[src/include/lps_consts.vh]
`ifndef LPS_CONSTS_VH
`define LPS_CONSTS_VH
// register offsets (word index on the plain port)
`define LPS_A_CTRL      4'h0
`define LPS_A_WAKE_EN   4'h1
`define LPS_A_RET_MASK  4'h2
`define LPS_A_TMR_LO    4'h3
`define LPS_A_TMR_HI    4'h4
`define LPS_A_SW_RST    4'h5
`define LPS_A_STATUS    4'h6
`define LPS_A_CAUSE     4'h7
`define LPS_A_BROWN     4'h8
// ctrl command field bits [2:0]
`define LPS_CMD_NONE    3'h0
`define LPS_CMD_RET     3'h1
`define LPS_CMD_HIB     3'h2
`define LPS_CMD_OFF     3'h3
`define LPS_CTRL_IDLE   3
`define LPS_CTRL_RSLP   4
// wake enable bit positions
`define LPS_W_TMR       0
`define LPS_W_GPIO      1
`define LPS_W_KBD       2
`define LPS_W_MOUSE     3
`define LPS_W_HUB       4
`define LPS_W_DBG       5
`define LPS_W_PIN       6
`define LPS_W_CMP       7
// reset values
`define LPS_RET_RST     8'hff
// supply settle time before reset release
`define LPS_SETTLE_US   10
`define LPS_CLK_MHZ     50
`define LPS_SETTLE_CYC  (`LPS_SETTLE_US * `LPS_CLK_MHZ)
// low power tick: 50 MHz / 32768 is about 1526
`define LPS_LP_DIV      11'd1526
`endif

[src/rtl/lps_sequencer.v]
// Contract
// - five primary states with idle and radio sleep substates
// - chip reset held until supplies report stable
// - power-down pin acts as the external reset
// - software register write resets individual modules
// - active powers all regions; cpu idle and clock gating allowed
// - radio sleep powers down radio only
// - retention keeps selected 16 kB sram slices of eight
// - retention keeps all flip-flop state
// - outputs hold level sampled at start of retention or hibernation
// - retention wakes on any enabled source among six
// - hibernation powers down memory, keeps minimal state, holds pins
// - soc-off unpowers all digital domains, power unit stays on
// - leaving soc-off always does a full cold reset
// - soc-off wakes only by 40-bit timer, wake pin or comparator
// - power-down pin turns every domain and supply off
// - sensor hub threshold can wake the chip
// - several brownout interrupts toward the processor
// - soc-off timer is 40-bit counter on the 32 kHz tick
`timescale 1ns/1ns
`include "lps_consts.vh"
module lps_sequencer (
   input  wire        clk_i,
   input  wire        rst_n_i,
   input  wire        power_down_pin_i,
   input  wire        supply_ok_i,
   input  wire [2:0]  brownout_i,
   input  wire        wake_gpio_i,
   input  wire        wake_kbd_i,
   input  wire        wake_mouse_i,
   input  wire        wake_hub_i,
   input  wire        wake_dbg_i,
   input  wire        soc_off_wake_input_i,
   input  wire        comparator_wake_input_i,
   input  wire        cpu_wfi_i,
   input  wire [11:0] io_level_i,
   input  wire [3:0]  addr_i,
   input  wire [31:0] wdata_i,
   input  wire        wr_i,
   input  wire        rd_i,
   output reg  [31:0] rdata_o,
   output reg         chip_rst_n_o,
   output reg  [7:0]  mod_rst_o,
   output reg         pwr_core_o,
   output reg         pwr_top_o,
   output reg         pwr_radio_o,
   output reg         pwr_pmu_o,
   output reg  [7:0]  sram_pwr_o,
   output reg         cpu_clk_en_o,
   output reg         io_hold_o,
   output reg  [11:0] io_level_o,
   output reg  [2:0]  brownout_irq_o,
   output reg  [2:0]  pstate_o
);
   localparam ST_RESET = 3'h0;
   localparam ST_ACT   = 3'h1;
   localparam ST_RET   = 3'h2;
   localparam ST_HIB   = 3'h3;
   localparam ST_OFF   = 3'h4;
   localparam ST_PWD   = 3'h5;

   // three-stage sync, change accepted when stage 2 and 3 agree
   reg  [11:0] s1, s2, s3, flt;
   wire [11:0] raw = {brownout_i, wake_gpio_i, wake_kbd_i, wake_mouse_i,
                      wake_hub_i, wake_dbg_i, soc_off_wake_input_i,
                      comparator_wake_input_i, supply_ok_i, power_down_pin_i};
   wire power_down_pin   = flt[0];
   wire sup   = flt[1];
   wire w_cmp = flt[2];
   wire w_pin = flt[3];
   wire w_dbg = flt[4];
   wire w_hub = flt[5];
   wire w_ms  = flt[6];
   wire w_kb  = flt[7];
   wire w_gp  = flt[8];
   wire [2:0] brn = flt[11:9];
   integer i;
   always @(posedge clk_i or negedge rst_n_i) begin
      if (!rst_n_i) begin
         s1  <= 12'h000;
         s2  <= 12'h000;
         s3  <= 12'h000;
         flt <= 12'h001;
      end else begin
         s1 <= raw;
         s2 <= s1;
         s3 <= s2;
         for (i = 0; i < 12; i = i + 1)
            if (s2[i] == s3[i])
               flt[i] <= s2[i];
      end
   end

   // 32 kHz tick from the 50 MHz clock
   reg [10:0] lp_cnt;
   reg        lp_tick;
   always @(posedge clk_i or negedge rst_n_i) begin
      if (!rst_n_i) begin
         lp_cnt  <= 11'h000;
         lp_tick <= 1'b0;
      end else if (lp_cnt == `LPS_LP_DIV - 11'd1) begin
         lp_cnt  <= 11'h000;
         lp_tick <= 1'b1;
      end else begin
         lp_cnt  <= lp_cnt + 11'd1;
         lp_tick <= 1'b0;
      end
   end

   reg [2:0]  state;
   reg [2:0]  ctrl_lo;
   reg        idle_en, rsleep;
   reg [7:0]  wake_en, wake_arm, ret_mask, cause;
   reg [39:0] tmr_load, tmr;
   reg [15:0] settle;
   reg [2:0]  brn_sticky;
   wire tmr_hit = (tmr == 40'h0);
   // only sources armed at entry count; later changes have no effect
   wire [7:0] wk = wake_arm & {w_cmp, w_pin, w_dbg, w_hub, w_ms, w_kb,
                               w_gp, tmr_hit};
   wire ret_wake = |wk[5:0];
   wire off_wake = wk[`LPS_W_TMR] | wk[`LPS_W_PIN] | wk[`LPS_W_CMP];
   wire [2:0] cmd = (wr_i && addr_i == `LPS_A_CTRL) ? wdata_i[2:0]
                                                     : `LPS_CMD_NONE;

   always @(posedge clk_i or negedge rst_n_i) begin
      if (!rst_n_i) begin
         state      <= ST_RESET;
         ctrl_lo    <= 3'h0;
         idle_en    <= 1'b0;
         rsleep     <= 1'b0;
         wake_en    <= 8'h00;
         wake_arm   <= 8'h00;
         ret_mask   <= `LPS_RET_RST;
         cause      <= 8'h00;
         tmr_load   <= 40'h0;
         tmr        <= 40'h0;
         settle     <= 16'h0000;
         brn_sticky <= 3'h0;
         mod_rst_o  <= 8'h00;
         rdata_o    <= 32'h0;
         io_level_o <= 12'h000;
      end else begin
         mod_rst_o  <= 8'h00;
         brn_sticky <= brn_sticky | brn;
         if (wr_i) begin
            case (addr_i)
               `LPS_A_CTRL: begin
                  idle_en <= wdata_i[`LPS_CTRL_IDLE];
                  rsleep  <= wdata_i[`LPS_CTRL_RSLP];
               end
               `LPS_A_WAKE_EN:  wake_en  <= wdata_i[7:0];
               `LPS_A_RET_MASK: ret_mask <= wdata_i[7:0];
               `LPS_A_TMR_LO:   tmr_load[31:0]  <= wdata_i;
               `LPS_A_TMR_HI:   tmr_load[39:32] <= wdata_i[7:0];
               `LPS_A_SW_RST:   mod_rst_o <= wdata_i[7:0];
               `LPS_A_BROWN:
                  brn_sticky <= (brn_sticky & ~wdata_i[2:0]) | brn;
               default: ;
            endcase
         end
         if (rd_i) begin
            case (addr_i)
               `LPS_A_CTRL:     rdata_o <= {27'h0, rsleep, idle_en, 3'h0};
               `LPS_A_WAKE_EN:  rdata_o <= {24'h0, wake_en};
               `LPS_A_RET_MASK: rdata_o <= {24'h0, ret_mask};
               `LPS_A_TMR_LO:   rdata_o <= tmr_load[31:0];
               `LPS_A_TMR_HI:   rdata_o <= {24'h0, tmr_load[39:32]};
               `LPS_A_STATUS:   rdata_o <= {29'h0, state};
               `LPS_A_CAUSE:    rdata_o <= {24'h0, cause};
               `LPS_A_BROWN:    rdata_o <= {29'h0, brn_sticky};
               default:         rdata_o <= 32'h0;
            endcase
         end else
            rdata_o <= 32'h0;
         if (state == ST_ACT)
            io_level_o <= io_level_i;  // frozen outside active
         // timer also paces a timed wake out of retention
         if (lp_tick && !tmr_hit &&
             (state == ST_RET || state == ST_HIB || state == ST_OFF))
            tmr <= tmr - 40'h1;
         case (state)
            ST_RESET: begin
               // held until supplies settle, then released
               if (power_down_pin || !sup)
                  settle <= 16'h0000;
               else if (settle == `LPS_SETTLE_CYC - 1)
                  state <= ST_ACT;
               else
                  settle <= settle + 16'h0001;
            end
            ST_ACT: begin
               if (cmd != `LPS_CMD_NONE) begin
                  // selections snapshot at the trigger
                  wake_arm <= wake_en;
                  tmr      <= tmr_load;
                  cause    <= 8'h00;
               end
               case (cmd)
                  `LPS_CMD_RET: state <= ST_RET;
                  `LPS_CMD_HIB: state <= ST_HIB;
                  `LPS_CMD_OFF: state <= ST_OFF;
                  default: ;
               endcase
            end
            ST_RET, ST_HIB:
               if (ret_wake) begin
                  cause <= wk;
                  state <= ST_ACT;
               end
            ST_OFF:
               if (off_wake) begin
                  cause  <= wk;
                  settle <= 16'h0000;
                  state  <= ST_RESET;      // cold start
               end
            ST_PWD:
               if (!power_down_pin) begin
                  settle <= 16'h0000;
                  state  <= ST_RESET;
               end
            default: state <= ST_RESET;
         endcase
         // digital domain unpowered: software settings are lost
         if (state == ST_OFF || state == ST_PWD) begin
            idle_en  <= 1'b0;
            rsleep   <= 1'b0;
            wake_en  <= 8'h00;
            ret_mask <= `LPS_RET_RST;
            tmr_load <= 40'h0;
         end
         // pin overrides all; far side holds it 100 us
         if (power_down_pin) begin
            state <= ST_PWD;
            tmr   <= 40'h0;
         end
      end
   end

   // power switches, registered
   always @(posedge clk_i or negedge rst_n_i) begin
      if (!rst_n_i) begin
         chip_rst_n_o   <= 1'b0;
         pwr_core_o     <= 1'b0;
         pwr_top_o      <= 1'b0;
         pwr_radio_o    <= 1'b0;
         pwr_pmu_o      <= 1'b0;
         sram_pwr_o     <= 8'h00;
         cpu_clk_en_o   <= 1'b0;
         io_hold_o      <= 1'b0;
         brownout_irq_o <= 3'h0;
         pstate_o       <= ST_RESET;
      end else begin
         pstate_o       <= state;
         brownout_irq_o <= brn_sticky;
         // retention keeps flip-flop state, so no reset there
         chip_rst_n_o   <= (state == ST_ACT) || (state == ST_RET)
                           || (state == ST_HIB);
         pwr_pmu_o      <= (state != ST_PWD);
         pwr_top_o      <= (state == ST_ACT) || (state == ST_RET)
                           || (state == ST_HIB);
         pwr_core_o     <= (state == ST_ACT) || (state == ST_RET);
         pwr_radio_o    <= (state == ST_ACT) && !rsleep;
         cpu_clk_en_o   <= (state == ST_ACT) &&
                           !(idle_en && cpu_wfi_i);
         io_hold_o      <= (state == ST_RET) || (state == ST_HIB);
         case (state)
            ST_ACT:  sram_pwr_o <= 8'hff;
            ST_RET:  sram_pwr_o <= ret_mask;
            default: sram_pwr_o <= 8'h00;
         endcase
      end
   end
endmodule

[config.mk]
export PLATFORM = sky130hd
export DESIGN_NAME = lps_sequencer
export DESIGN_NICKNAME = d
export VERILOG_FILES = /design/src/rtl/lps_sequencer.v
export VERILOG_INCLUDE_DIRS = /design/src /design/src/include
export SDC_FILE = /design/constraint.sdc
export NUM_CORES = 1
export LEC_CHECK = 0
export BUFFER_PORTS_ARGS = -buffer_cell sky130_fd_sc_hd__buf_2
export CAP_MARGIN = 20
export CORE_UTILIZATION = 25
export CTS_CLUSTER_SIZE = 28
export DETAILED_ROUTE_END_ITERATION = 6
export PLACE_DENSITY = 0.41
export SETUP_SLACK_MARGIN = 0.5
export SLEW_MARGIN = 5
export SYNTH_ARGS = -nofsm -noshare
export SYNTH_HDL_FRONTEND = slang
export SYNTH_SLANG_ARGS = --single-unit
[constraint.sdc]
create_clock -name clk_i -period 6.19 [get_ports clk_i]
set_clock_uncertainty 0.1 [all_clocks]
set_input_delay 1.238 -clock clk_i [delete_from_list [all_inputs] [get_ports clk_i]]
set_output_delay 1.238 -clock clk_i [all_outputs]
set_load 0.02 [all_outputs]
==> flow_summary.rst <==
.. list-table::
   :header-rows: 1

   * - Metric
     - Value
   * - Outcome
     - finished, final reports clean
   * - Detail-routed net length per standard cell
     - 17.7 µm
   * - Yosys warnings
     - 0
   * - Share of power burned in combinational logic
     - 0.162
   * - Setup bufs post-CTS
     - 0
   * - Clock Power Share
     - 0.419
   * - Clock Sink Count
     - 268
   * - Number of synthesized flops with an enable pin
     - 0
   * - Switching Share
     - 0.304
   * - Number of pins with negative max-slew slack in the final report
     - 0
   * - Internal power of the cells
     - 3.31 mW
   * - Sort of element at the end of the critical path
     - flop
   * - Final Routed Wirelength
     - 30,700 µm
   * - Initial core utilization
     - 0.255
   * - Total power per unit cell area
     - 350 nW/µm²
   * - Primary flip-flop cell chosen by synthesis mapping
     - sky130_fd_sc_hd__dfrtp_1
   * - Launching element type of the critical path
     - flop
   * - Pleak
     - 6.24 nW
   * - Buffers and inverters on the worst path
     - 0
   * - Number of violations of the max-capacitance limit
     - 0
   * - Unrepaired setup endpoints after global routing
     - no
   * - Min-Delay Path Class
     - flop to flop
   * - Post-synth design cell area
     - 11,100 µm²
   * - Required time of the critical path
     - 6.52 ns
   * - Transition time at the pin with the least slew margin
     - 1.00 ns
   * - Max FO, Critical Path
     - 15
   * - Overall track demand over capacity in global routing
     - 0.140
   * - Bufs on Longest Clock Path
     - 3
   * - Mean number of vias per cell
     - 4.69
   * - Number of nets in the layout
     - 1,198
   * - Fin util
     - 0.312
   * - Maximum achievable frequency
     - 0.283 GHz
   * - Period minus WS final
     - 3.53 ns
   * - Residual DRC
     - 0
   * - Number of buffers created by CTS
     - 34
   * - First-pass GRT wire length
     - 49,100 µm
   * - Share of async-settable or async-resettable flops after synthesis
     - 1.00
   * - Reported net switching power
     - 1.45 mW
   * - Placeable core area
     - 43,500 µm²
   * - Area delta synth->final
     - 22.3%
   * - Average cell area after synthesis
     - 11.1 µm²
   * - Accumulated negative setup slack
     - 0 ns
   * - Via count of the first global-routing pass
     - 8,292
   * - Die extent in y
     - 213 µm
   * - Port Buffer Count
     - 137
   * - Number of nets produced by synthesis
     - 1,069
   * - Cell at the slowest stage of the critical path
     - sky130_fd_sc_hd__o21ai_2
   * - Start-to-end type of the worst setup path
     - flop to flop
   * - Longest individual stage delay on the worst path
     - 0.77 ns
   * - Sequential cell fraction of total power
     - 0.419
   * - Number of standard cells after synthesis
     - 1,000
   * - Worst endpoint data arrival time
     - 3.86 ns
   * - Number of antenna violations at the first check in global routing
     - 0
   * - Global placer's final weighted congestion
     - 0.769
   * - Gate family responsible for the most delay along the worst path
     - simple AND/OR/NAND/NOR gates
   * - Antenna Violating Nets Remaining
     - 0
   * - Number of register bits inferred by synthesis
     - 268
   * - Fraction of the yosys area taken by sequential cells
     - 0.605
   * - Cts-stage hold buffer count
     - 0
   * - Count of cells resized by post-cts repair
     - 0
   * - Fraction of layout cells with a size suffix above 1
     - 0.212
   * - Number of distinct standard cells referenced by the synthesized netlist
     - 69
   * - GR Overflow Total
     - 0
   * - CTS tree
     - done
   * - Worst-case vdd ir drop
     - 0.000187 V
   * - Number of placement rows
     - 76
   * - Max_slew headroom
     - 0.329
   * - Clock transition at path regs
     - 0.06 ns
   * - CTS H-tree lvls
     - 2
   * - Total Die Area
     - 45,300 µm²
   * - DP HPWL
     - 20,400 µm
   * - Boundary pin count
     - 138
   * - Clock Root Buffer
     - sky130_fd_sc_hd__clkbuf_16
   * - Number of DRC markers in iteration 0
     - 543
   * - Length of the first detailed-routing pass in iterations
     - 5
   * - Setup violation total in the final timing report
     - 0
   * - Clock insertion delay at the later pin of the skew report
     - 0.55 ns
   * - Die width
     - 213 µm
   * - Final critical-path share of the clock period
     - 0.571
   * - Crit path setup slack, layout
     - 2.66 ns
   * - Cell-by-cell trace of the critical path
     - or4_4, nor3_2, nand4b_1, o21ai_2, o31ai_1, a311oi_1
   * - Pre-CTS setup slack
     - 2.06 ns
   * - Total number of vias
     - 8,162
   * - Final number of hold-violating endpoints
     - 0
   * - Largest net degree at the start of global routing
     - 116
   * - # diodes
     - 0
## stage by stage
step | total power [mW] | instance area, µm² | hold slack (ns) | std cells
floorplan | 2.48 | 11100 | 0.231 | 1000
global placement | 2.80 | 12400 | 0.231 | 1676
detailed placement | 2.80 | 12400 | 0.235 | 1677
CTS | 4.85 | 13600 | 0.234 | 1738
global route | 5.01 | 13600 | 0.249 | 1739
finish | 4.76 | 13600 | 0.237 | 1739
## layout make-up
| type | count | area [µm²] |
|---|---|---|
| clock buffer | 47 | 970 |
| clock inverter | 14 | 170 |
| fill | 4519 | 29900 |
| inverter | 6 | 22.5 |
| multi-input combinational | 669 | 4160 |
| sequential | 268 | 6720 |
| tap | 585 | 732 |
| timing repair buffer | 150 | 810 |
## cells by family (layout without fill, tap and decap cells)
group / Yosys count / count (layout) / share of synthesized area
AO/OA/AOI/OAI: 221 / 221 / 0.146
XOR/XNOR: 31 / 31 / 0.0245
adder cells (fa/ha/maj): 16 / 16 / 0.0153
buffers and inverters: 63 / 217 / 0.0228
flip-flops: 268 / 268 / 0.605
multiplexers: 15 / 15 / 0.0145
AND/OR/NAND/NOR: 386 / 386 / 0.172
## power groups by stage
stage                     Sequential [mW]  Clock, mW  Combinational [mW]
after floorplan                      2.10          0               0.382
after global placement               2.02          0               0.781
after detailed placement             2.02          0               0.780
after CTS                            2.00       2.07               0.781
after global routing                 2.01       2.15               0.854
final                                1.99       1.99               0.772
## state kept, by name, summed over array words and instances, names as in the netlist, 11 cells and up
register,cells
tmr,40
tmr_load,40
lp_cnt,11
io_level_o,12
s1,12
rdata_o,32
s2,12
settle,16
s3,12
flt,12
## synth_stat cells (all sizes together), types with 6 or more instances
| library cell | instances | share of area |
|---|---|---|
| or3 | 11 | 0.0062 |
| or4 | 11 | 0.0078 |
| inv | 6 | 0.0020 |
| nand2 | 108 | 0.037 |
| dfrtp | 259 | 0.58 |
| maj3 | 12 | 0.011 |
| dfstp | 9 | 0.021 |
| a311oi | 18 | 0.015 |
| o21ai | 22 | 0.010 |
| o21a | 9 | 0.0061 |
| a211oi | 21 | 0.014 |
| mux2 | 9 | 0.0091 |
| and3 | 28 | 0.016 |
| and2 | 9 | 0.0051 |
| nand3 | 51 | 0.023 |
| a21oi | 39 | 0.018 |
| o211ai | 9 | 0.0070 |
| clkbuf | 47 | 0.016 |
| mux2i | 6 | 0.0054 |
| a22oi | 10 | 0.0068 |
| o31ai | 9 | 0.0061 |
| xor2 | 21 | 0.017 |
| nor2 | 89 | 0.030 |
| nor3 | 22 | 0.011 |
| buf | 10 | 0.0048 |
| nor2b | 8 | 0.0045 |
| a22o | 34 | 0.027 |
| nand2b | 11 | 0.0062 |
| nor4 | 15 | 0.0096 |
| a31oi | 17 | 0.0096 |
| or2 | 6 | 0.0034 |
| xnor2 | 10 | 0.0079 |
| a32o | 7 | 0.0063 |
## path summary, 6_finish.rpt
path | to | depth (start not counted) | from | slack, ns
max | tmr[35]$_DFF_PN0_ | 6 | tmr[23]$_DFF_PN0_ | 2.66
min | s2[3]$_DFF_PN0_ | 0 | s1[3]$_DFF_PN0_ | 0.24
max reg2reg | tmr[35]$_DFF_PN0_ | 6 | tmr[23]$_DFF_PN0_ | 2.66
min reg2reg | s2[3]$_DFF_PN0_ | 0 | s1[3]$_DFF_PN0_ | 0.24
max in group asynchronous | s2[1]$_DFF_PN0_ | 2 | rst_n_i | 3.94
min in group asynchronous | tmr_load[29]$_DFFE_PN0P_ | 1 | rst_n_i | 0.63
## cells in the final DEF (no fill, tap or decap), types with 7 or more instances in the layout
master and n:
sky130_fd_sc_hd__a211oi_1 21, sky130_fd_sc_hd__a21oi_1 38, sky130_fd_sc_hd__a22o_1 34, sky130_fd_sc_hd__a22oi_1 10, sky130_fd_sc_hd__a311oi_1 17, sky130_fd_sc_hd__a31oi_1 17
sky130_fd_sc_hd__a32o_1 7, sky130_fd_sc_hd__and2_1 9, sky130_fd_sc_hd__and3_1 28, sky130_fd_sc_hd__buf_2 136, sky130_fd_sc_hd__buf_4 11, sky130_fd_sc_hd__clkbuf_16 34
sky130_fd_sc_hd__clkbuf_8 7, sky130_fd_sc_hd__clkinv_2 8, sky130_fd_sc_hd__dfrtp_1 259, sky130_fd_sc_hd__dfstp_2 9, sky130_fd_sc_hd__maj3_1 12, sky130_fd_sc_hd__mux2_2 8
sky130_fd_sc_hd__nand2_1 107, sky130_fd_sc_hd__nand2b_1 11, sky130_fd_sc_hd__nand3_1 51, sky130_fd_sc_hd__nor2_1 88, sky130_fd_sc_hd__nor2b_1 7, sky130_fd_sc_hd__nor3_1 19
sky130_fd_sc_hd__nor4_1 12, sky130_fd_sc_hd__o211ai_1 7, sky130_fd_sc_hd__o21a_1 9, sky130_fd_sc_hd__o21ai_0 20, sky130_fd_sc_hd__o31ai_1 9, sky130_fd_sc_hd__or3_1 11
sky130_fd_sc_hd__or4_1 10, sky130_fd_sc_hd__xnor2_1 10, sky130_fd_sc_hd__xor2_1 21
## metal layers
layer | global-route usage | wire length (µm)
met1 | 0.196 | 14700
met2 | 0.216 | 14200
met5 | 0 | 0
met3 | 0.0302 | 1200
met4 | 0.0412 | 636
No activity file was read; power rests on OpenSTA's default activity.
